===== src/cbam_cfg.svh =====
`ifndef CBAM_CFG_SVH
`define CBAM_CFG_SVH
// Register offset and field layout of the bank-select register
`define CBAM_BANKSEL_ADDR 8'h84
`define CBAM_BANKSEL_RESET 8'h00
`define CBAM_FETCH_LSB 0
`define CBAM_CONST_LSB 4
`define CBAM_WRITE_MASK 8'h33
// Address split and sizes
`define CBAM_BANK_ADDR_BITS 15
`define CBAM_UPPER_BIT 15
`define CBAM_LOCK_128K 17'h1FFFF
`define CBAM_LOCK_64K 17'h0FFFF
`define CBAM_LOCK_32K 17'h07FFF
`define CBAM_LOCK_16K 17'h03FFF
`define CBAM_RAM_LARGE 8448
`define CBAM_RAM_SMALL 4352
`define CBAM_IRAM_BYTES 256
`endif


===== src/cbam_pkg.sv =====
package cbam_pkg;
    // Program memory variants
    typedef enum logic [1:0] {
        CBAM_V128K,
        CBAM_V64K,
        CBAM_V32K,
        CBAM_V16K
    } cbam_variant_type;
    // Target of a data-side access
    typedef enum logic [1:0] {
        CBAM_TGT_NONE,
        CBAM_TGT_FLASH,
        CBAM_TGT_AUXRAM
    } cbam_target_type;
endpackage


===== src/cbam_bank_reg.sv =====
`timescale 1ns/100ps
`default_nettype none
`include "cbam_cfg.svh"
module cbam_bank_reg (
    input wire logic core_clk, // System clock
    input wire logic arst_n, // Async reset, active low
    input wire logic wr_en, // Register write strobe
    input wire logic [7:0] wr_data, // Write data
    input wire logic from_bank0, // Writing instruction runs in bank 0
    output logic [1:0] fetch_bank_field, // Fetch bank select
    output logic [1:0] constant_bank_field // Constant bank select
);
    import cbam_pkg::*;
    typedef struct packed {
        logic [1:0] fetch_r;
        logic [1:0] const_r;
    } cbam_breg_type;
    cbam_breg_type st_r;
    cbam_breg_type st_nxt;

    // Fetch field only moves when the writer sits in bank 0
    always_comb begin
        st_nxt = st_r;
        if (wr_en) begin
            st_nxt.const_r = wr_data[`CBAM_CONST_LSB +: 2];
            if (from_bank0) begin
                st_nxt.fetch_r = wr_data[`CBAM_FETCH_LSB +: 2];
            end
        end
    end

    always_ff @(posedge core_clk or negedge arst_n) begin
        if (!arst_n) begin
            st_r <= '0;
        end else begin
            st_r <= st_nxt;
        end
    end

    assign fetch_bank_field = st_r.fetch_r;
    assign constant_bank_field = st_r.const_r;
endmodule
`default_nettype wire


===== src/cbam_addr_map.sv =====
`timescale 1ns/100ps
`default_nettype none
`include "cbam_cfg.svh"
module cbam_addr_map (
    input wire logic [15:0] logical_addr, // Core program address
    input wire logic [1:0] bank_field, // Applicable bank field
    input wire cbam_pkg::cbam_variant_type variant, // Memory variant
    output logic [16:0] phys_addr, // Physical flash address
    output logic is_lock, // Address is the lock byte
    output logic is_reserved // Address above the lock byte
);
    import cbam_pkg::*;
    logic [16:0] lock_addr;

    // Upper half takes the bank field, lower half is always bank 0
    always_comb begin
        if (logical_addr[`CBAM_UPPER_BIT]) begin
            phys_addr = {bank_field, logical_addr[`CBAM_BANK_ADDR_BITS-1:0]};
        end else begin
            phys_addr = {2'h0, logical_addr[`CBAM_BANK_ADDR_BITS-1:0]};
        end
    end

    // Lock byte is the last flash byte of each variant
    always_comb begin
        case (variant)
            CBAM_V128K: lock_addr = `CBAM_LOCK_128K;
            CBAM_V64K: lock_addr = `CBAM_LOCK_64K;
            CBAM_V32K: lock_addr = `CBAM_LOCK_32K;
            default: lock_addr = `CBAM_LOCK_16K;
        endcase
    end

    assign is_lock = (phys_addr == lock_addr);
    assign is_reserved = (phys_addr > lock_addr);
endmodule
`default_nettype wire


===== src/cbam_mapper.sv =====
// How it works
// - Bank zero always sits at 0x0000 to 0x7FFF regardless of selection.
// - The largest variant has four equal 32 kB flash banks.
// - Two-bit fetch field picks the bank for upper-half instruction fetches.
// - Separate two-bit constant field picks bank for upper-half reads and flash writes.
// - Fetch field changes only from writes by code running in bank 0.
// - Reserved bank register bits read zero; software writes zeros there.
// - Last flash byte is the lock byte; anything above is reserved.
// - Code reads always use flash; move writes may program flash when enabled.
// - Move reads and writes go to auxiliary RAM by default.
// - Instruction type, not address, selects program or data space.
// - Data RAM is 8448 or 4352 bytes, 256 of them internal.
`timescale 1ns/100ps
`default_nettype none
`include "cbam_cfg.svh"
module cbam_mapper #(
    parameter cbam_pkg::cbam_variant_type VARIANT = cbam_pkg::CBAM_V128K
) (
    input wire logic core_clk, // System clock, 250 MHz
    input wire logic arst_n, // Async reset, active low
    input wire logic sfr_wr, // Register write strobe
    input wire logic sfr_rd, // Register read strobe
    input wire logic [7:0] sfr_addr, // Register address
    input wire logic [7:0] sfr_wdata, // Register write data
    input wire logic [15:0] exec_pc, // Address of executing instruction
    input wire logic fetch_req, // Instruction fetch request
    input wire logic [15:0] fetch_addr, // Fetch address
    input wire logic code_read_instruction, // Constant read request
    input wire logic external_move_instruction, // Move access request
    input wire logic xmove_write, // Move access is a write
    input wire logic [15:0] data_addr, // Constant or move address
    input wire logic flash_write_en, // Move writes reconfigured to flash
    output logic [7:0] sfr_rdata, // Register read data
    output logic fetch_valid, // Fetch address valid
    output logic [16:0] fetch_phys, // Physical fetch address
    output logic fetch_lock, // Fetch hits lock byte
    output logic fetch_rsvd, // Fetch above lock byte
    output logic data_valid, // Data-side access valid
    output cbam_pkg::cbam_target_type data_target, // Flash or auxiliary RAM
    output logic data_write, // Data access is a write
    output logic [16:0] data_phys, // Physical data address
    output logic data_lock, // Data hits lock byte
    output logic data_rsvd // Data above lock byte
);
    import cbam_pkg::*;

    typedef struct packed {
        logic [7:0] rdata;
        logic fvalid;
        logic [16:0] fphys;
        logic flock;
        logic frsvd;
        logic dvalid;
        cbam_target_type dtgt;
        logic dwrite;
        logic [16:0] dphys;
        logic dlock;
        logic drsvd;
    } cbam_state_type;

    cbam_state_type st_r;
    cbam_state_type st_nxt;
    logic [1:0] fetch_bank_field;
    logic [1:0] constant_bank_field;
    logic reg_hit;
    logic pc_in_bank0;
    logic [16:0] f_phys;
    logic f_lock;
    logic f_rsvd;
    logic [16:0] d_phys;
    logic d_lock;
    logic d_rsvd;
    logic [1:0] data_bank_sel;

    // Register decode; bank 0 holds the whole lower half
    always_comb begin
        if (sfr_addr == `CBAM_BANKSEL_ADDR) begin
            reg_hit = 1'b1;
        end else begin
            reg_hit = 1'b0;
        end
    end
    assign pc_in_bank0 = ~exec_pc[`CBAM_UPPER_BIT] | (fetch_bank_field == 2'h0);

    // Field values above the part's bank count are software's duty, not clamped
    cbam_bank_reg u_bank_reg (
        .core_clk(core_clk),
        .arst_n(arst_n),
        .wr_en(sfr_wr & reg_hit),
        .wr_data(sfr_wdata & `CBAM_WRITE_MASK),
        .from_bank0(pc_in_bank0),
        .fetch_bank_field(fetch_bank_field),
        .constant_bank_field(constant_bank_field)
    );

    cbam_addr_map u_fetch_map (
        .logical_addr(fetch_addr),
        .bank_field(fetch_bank_field),
        .variant(VARIANT),
        .phys_addr(f_phys),
        .is_lock(f_lock),
        .is_reserved(f_rsvd)
    );

    assign data_bank_sel = constant_bank_field;

    cbam_addr_map u_data_map (
        .logical_addr(data_addr),
        .bank_field(data_bank_sel),
        .variant(VARIANT),
        .phys_addr(d_phys),
        .is_lock(d_lock),
        .is_reserved(d_rsvd)
    );

    // Next state: register read data and routed access, one cycle late
    always_comb begin
        st_nxt = st_r;
        st_nxt.rdata = 8'h00;
        if (sfr_rd && reg_hit) begin
            // Reserved pairs read back as zero
            st_nxt.rdata = {2'h0, constant_bank_field, 2'h0, fetch_bank_field};
        end
        st_nxt.fvalid = fetch_req;
        st_nxt.fphys = fetch_req ? f_phys : st_r.fphys;
        st_nxt.flock = fetch_req & f_lock;
        st_nxt.frsvd = fetch_req & f_rsvd;
        // Instruction type decides the space, never the address
        st_nxt.dvalid = 1'b0;
        st_nxt.dtgt = CBAM_TGT_NONE;
        st_nxt.dwrite = 1'b0;
        st_nxt.dlock = 1'b0;
        st_nxt.drsvd = 1'b0;
        if (code_read_instruction) begin
            st_nxt.dvalid = 1'b1;
            st_nxt.dtgt = CBAM_TGT_FLASH;
            st_nxt.dphys = d_phys;
            st_nxt.dlock = d_lock;
            st_nxt.drsvd = d_rsvd;
        end else if (external_move_instruction) begin
            st_nxt.dvalid = 1'b1;
            st_nxt.dwrite = xmove_write;
            if (flash_write_en && xmove_write) begin
                st_nxt.dtgt = CBAM_TGT_FLASH;
                st_nxt.dphys = d_phys;
                st_nxt.dlock = d_lock;
                st_nxt.drsvd = d_rsvd;
            end else begin
                // Auxiliary RAM sees the raw 16-bit address
                st_nxt.dtgt = CBAM_TGT_AUXRAM;
                st_nxt.dphys = {1'b0, data_addr};
            end
        end
    end

    always_ff @(posedge core_clk or negedge arst_n) begin
        if (!arst_n) begin
            st_r <= '0;
        end else begin
            st_r <= st_nxt;
        end
    end

    assign sfr_rdata = st_r.rdata;
    assign fetch_valid = st_r.fvalid;
    assign fetch_phys = st_r.fphys;
    assign fetch_lock = st_r.flock;
    assign fetch_rsvd = st_r.frsvd;
    assign data_valid = st_r.dvalid;
    assign data_target = st_r.dtgt;
    assign data_write = st_r.dwrite;
    assign data_phys = st_r.dphys;
    assign data_lock = st_r.dlock;
    assign data_rsvd = st_r.drsvd;
endmodule
`default_nettype wire


===== config.mk =====
export PLATFORM = sky130hd
export DESIGN_NAME = cbam_mapper
export DESIGN_NICKNAME = d
export VERILOG_FILES = /design/src/cbam_pkg.sv /design/src/cbam_bank_reg.sv /design/src/cbam_addr_map.sv /design/src/cbam_mapper.sv
export VERILOG_INCLUDE_DIRS = /design/src
export SDC_FILE = /design/constraint.sdc
export NUM_CORES = 1
export LEC_CHECK = 0
export ABC_AREA = 1
export ABC_CLOCK_PERIOD_IN_PS = 1100
export BUFFER_PORTS_ARGS = -buffer_cell sky130_fd_sc_hd__buf_2
export CORE_MARGIN = 1
export CORE_UTILIZATION = 39
export DETAILED_ROUTE_END_ITERATION = 16
export PLACE_DENSITY = 0.87
export SETUP_SLACK_MARGIN = 0.05
export SLEW_MARGIN = 20
export SYNTH_ARGS = -nofsm -noshare
export SYNTH_HDL_FRONTEND = slang
export SYNTH_SLANG_ARGS = --single-unit

===== constraint.sdc =====
create_clock -name core_clk -period 1.1 [get_ports core_clk]
set_clock_uncertainty 0.1 [all_clocks]
set_input_delay 0.11 -clock core_clk [delete_from_list [all_inputs] [get_ports core_clk]]
set_output_delay 0.11 -clock core_clk [all_outputs]
set_load 0.05 [all_outputs]

[After elaboration in Yosys (flattened, before gate mapping)]
Index checks and enable logic that the tools add are counted.
Word-level totals
  bits in registers: 53
  input port bits: 73
  word-level logic and storage cells: 39
Operators by class
  $lt $le $gt $ge: 2
  equality and inequality tests: 3
  multiplexer cells: 11
  bitwise gates (word level): 5
  reduce and logical (&&, ||, !) cells: 5
Operator list (count)
  17-bit 2-to-1 mux: 3
  17-bit == test, second input constant: 2
  17-bit > comparator, second input constant: 2
  23-bit 2-to-1 mux: 1
  19-bit 2-to-1 mux: 1
  8-bit == test, second input constant: 1
  6-bit 2-to-1 mux: 1
  2-bit 2-to-1 mux: 2
  1-bit AND: 3
  3-bit 2-to-1 mux: 1
  1-bit logical AND: 2
  2-bit logical NOT: 1
  1-bit 2-to-1 mux: 2
  2-bit AND reduction: 1
  2-bit nonzero test: 1
  1-bit NOT: 1
  1-bit bitwise OR: 1

[Logic depth before layout (Yosys ltp)]
  word-level depth: 5
  mapped depth: 7
  depth with buffers taken out: 7

[By module]
From an unflattened synthesis, not the netlist that was laid out.
Unflattened totals
  cell total of the unflattened synthesis: 294
  area total of the unflattened synthesis: 2786.4 µm²
Modules (own cells, without submodules)
  cbam_mapper: instances 1, cells an instance 187, area an instance 2102.0 µm², seq. area each 1176.1 µm²
  cbam_addr_map: instances 2, cells an instance 45, area an instance 264.0 µm², seq. area each 0.0 µm²
  cbam_bank_reg: instances 1, cells an instance 17, area an instance 156.4 µm², seq. area each 100.1 µm²

[Worst setup path after synthesis]
OpenSTA, ideal clock, no wires.
  path type: register to register
  start: register fetch_phys[0] (netlist name)
  end: register st_r, in the netlist fetch_phys[0]
  setup time: 0.125 ns
  data arrival time: 0.863 ns
  required time: 0.875 ns
  path slack: 0.012 ns
  cell stages (with the launch flop): 2
  path buffers: 0
  period minus slack after synthesis: 1.088 ns
  cell sequence: dfrtp_1 -> mux2_2
RTL lines
  end signal: assignment: line cbam_mapper.sv:160  | st_r <= st_nxt;
  end: declaration: line cbam_mapper.sv:61  | cbam_state_type st_r;

==> results.cfg <==
[cells_and_area]
n_antenna_cell = 0
multiInputGateArea_um2 = 726
final_area_um2 = 3680
nets = 443
ff_latch_area_um2 = 1290
drive_gt1_share_pct = 47.2
stdcell_count = 441
fillers = 366
area_growth_pct = 77.4

[floorplan]
core_um2 = 5110
die_w_um = 74.9
num_rows = 26
initial_core_util_pct = 40.6
pin_count = 124
chipHeight_um = 74.9
dieArea_um2 = 5610

[detailed_routing]
vias = 2046
viasPerCell = 4.64
drt_drc_violations_left = 0
dr_wl_met3_um = 265
routedWlPerCell_um = 14.2
wl_met2_mm = 3.54
wirelength_mm = 6.27
ant_nets = 0
top_layer = met4
drtIter0Drc = 78
wl_met1_mm = 2.27
dr.pass1.iters = 4

[power_and_ir_drop]
power.share.clock_pct = 24.9
power_density_nw_per_um2 = 1250
irDropWorstVdd_mv = 0.579
intPower_mw = 3.16
combPwrFrac_pct = 29.2
seqPwrFrac_pct = 45.9
p_sw_share_pct = 31.5
p_leak_nw = 1.90
power.total_mw = 4.61
p_sw_mw = 1.45

[worst_setup_path]
end_kind = flip-flop
startpoint_type = flip-flop
crit_path_max_fanout = 4
worstPathRequired_ns = 1.22
crit_arrival_ns = 1.26
rrSetupSlack_ns = -0.04
crit_type = flip-flop to flip-flop

[sta]
timing.fmax_ghz = 0.875
fin_tns_setup_ns = -0.0430
hold_viol = 0
setup_ws_ns = -0.0430
slew_viol_final = 0
grt_setup_unrepaired = true
period_share_pct = 104
final-setup-viol-count = 1
min_period_ns = 1.14

[global_routing]
grt_first_pass_wirelength_mm = 8.76
grt_max_degree = 52
grt.overflow.total = 0
grt_pass1_vias = 2001
track_usage_pct = 21.5
antenna_found_initial = 0

[clock_network]
htree_levels = 2
cts_root_buffer = clkbuf_8
cts_tree = yes
clockBufferDepth = 2
clock-sinks = 51
clk_pin_slew_ns = 0.09
clkLatencyLatePin_ns = 0.30
tritoncts.num_buffers = 5

[yosys]
yosysSeqAreaShare_pct = 61.5
synth_cell_types = 25
synthCells = 203
synth-seq-cells = 51
yosys_warnings = 0
syn_area_per_cell_um2 = 10.2
netlist_area_um2 = 2070

[flow_run]
drv_cap = 0

[placed_design]
place_congestion = 0.770
postPlaceCellArea_um2 = 2690
port_buffers = 100
dp_hpwl_mm = 3.51
dpl.cell_count = 375

[status]
violations = setup timing
status = finished with violations

[min_path]
hold_class = input pin to flip-flop
power by group through the flow:
stage	Sequential [mW]	Combinational, mW	Clock, mW
final	2.11	1.35	1.15
after global routing	2.12	1.42	1.24
after CTS	2.11	1.28	1.18
after detailed placement	2.11	0.986	0
after global placement	2.10	0.969	0
after floorplan	2.55	0.228	0
path summary, 6_finish.rpt:
path	depth (start not counted)	end	startpoint
max in group asynchronous	3	fetch_phys[7]$_DFFE_PN0P_	arst_n
min reg2reg	2	data_phys[13]$_DFFE_PN0P_	data_phys[13]$_DFFE_PN0P_
min in group asynchronous	3	data_phys[2]$_DFFE_PN0P_	arst_n
max reg2reg	4	fetch_lock$_DFF_PN0_	u_bank_reg.fetch_bank_field[0]$_DFFE_PN0P_
max	4	fetch_lock$_DFF_PN0_	u_bank_reg.fetch_bank_field[0]$_DFFE_PN0P_
min	4	data_target[1]$_DFF_PN0_	code_read_instruction
kinds of logic (layout without fill, tap and decap cells):
| group | count (synthesis) | count (layout) | share of synthesized area (%) |
|---|---|---|---|
| and+or+nand+nor | 107 | 107 | 22.5 |
| DFF | 51 | 51 | 61.5 |
| buffers and inverters | 21 | 184 | 5.43 |
| muxes | 15 | 15 | 8.14 |
| AOI/OAI and AO/OA | 8 | 8 | 2.23 |
| other | 1 | 6 | 0.181 |
sequential cells by signal, indices dropped and copies added (netlist names):
name and flops:
fetch_rsvd 1, fetch_lock 1, fetch_valid 1, data_phys 17, data_lock 1, sfr_rdata 4, data_valid 1, data_target 2
data_rsvd 1, data_write 1, u_bank_reg.fetch_bank_field 2, u_bank_reg.constant_bank_field 2, fetch_phys 17
timing repair:
action | 4_1_cts | 5_1_grt
cloned | 0 | 0
endpoints found under the setup margin | 50 | 56
gates resized for setup | 95 | 15
buffers inserted | 4 | 12
hold buffers | 44 | 2
hold endpoints to repair | 96 | 2
pin swaps | 0 | 15
metrics by stage:
step	setup WS [ns]	utilization, %	hold slack (ns)
2_1_floorplan	0.0694	-	-0.286
3_3_place_gp	0.0637	52.6	0.0149
3_5_place_dp	0.0475	52.6	0.0213
4_1_cts	0.00324	69.6	-0.00209
5_1_grt	-0.126	72.1	0.0266
6_report	-0.0430	72.1	0.0201
layer usage:
layer  vias up  track usage (%)
met3        19             4.55
li1        964                -
met5         -                0
met2        80             42.4
met1       983             21.0
met4         0             10.1
worst max-delay path, stage by stage (launching register included):
cell	delay, ns
dfrtp_1	0.44
nand2_2	0.09
nor2_2	0.09
nand4_1	0.15
nor3_2	0.19
placed cells by master (no fill, tap or decap), drive strengths merged:
| cell | count |
|---|---|
| nor2 | 18 |
| nor3 | 2 |
| o21ai | 4 |
| o21a | 1 |
| dlymetal6s4s | 9 |
| nand2 | 76 |
| a21oi | 3 |
| buf | 119 |
| nand4 | 9 |
| dlygate4sd3 | 35 |
| mux2 | 15 |
| conb | 6 |
| clkbuf | 8 |
| inv | 13 |
| dfrtp | 51 |
| nand3 | 2 |
final cells by class:
class / count / share of cell area (%)
Timing Repair Buffer: 163 / 38.6
Tap cell: 70 / 2.38
Clock buffer: 8 / 2.72
Multi-Input combinational cell: 136 / 19.7
Sequential cell: 51 / 35.2
Inverter: 13 / 1.39
Yosys cell counts (all sizes together):
library cell	instances	area share, %
nand3	2	0.72
nand2	76	14
mux2	15	8.1
o21ai	4	1.1
conb	1	0.18
inv	13	2.5
nor2	18	4.0
buf	8	3.0
nand4	9	2.7
o21a	1	0.36
a21oi	3	0.72
nor3	2	0.72
dfrtp	51	62
(Power assumes the default switching activity.)
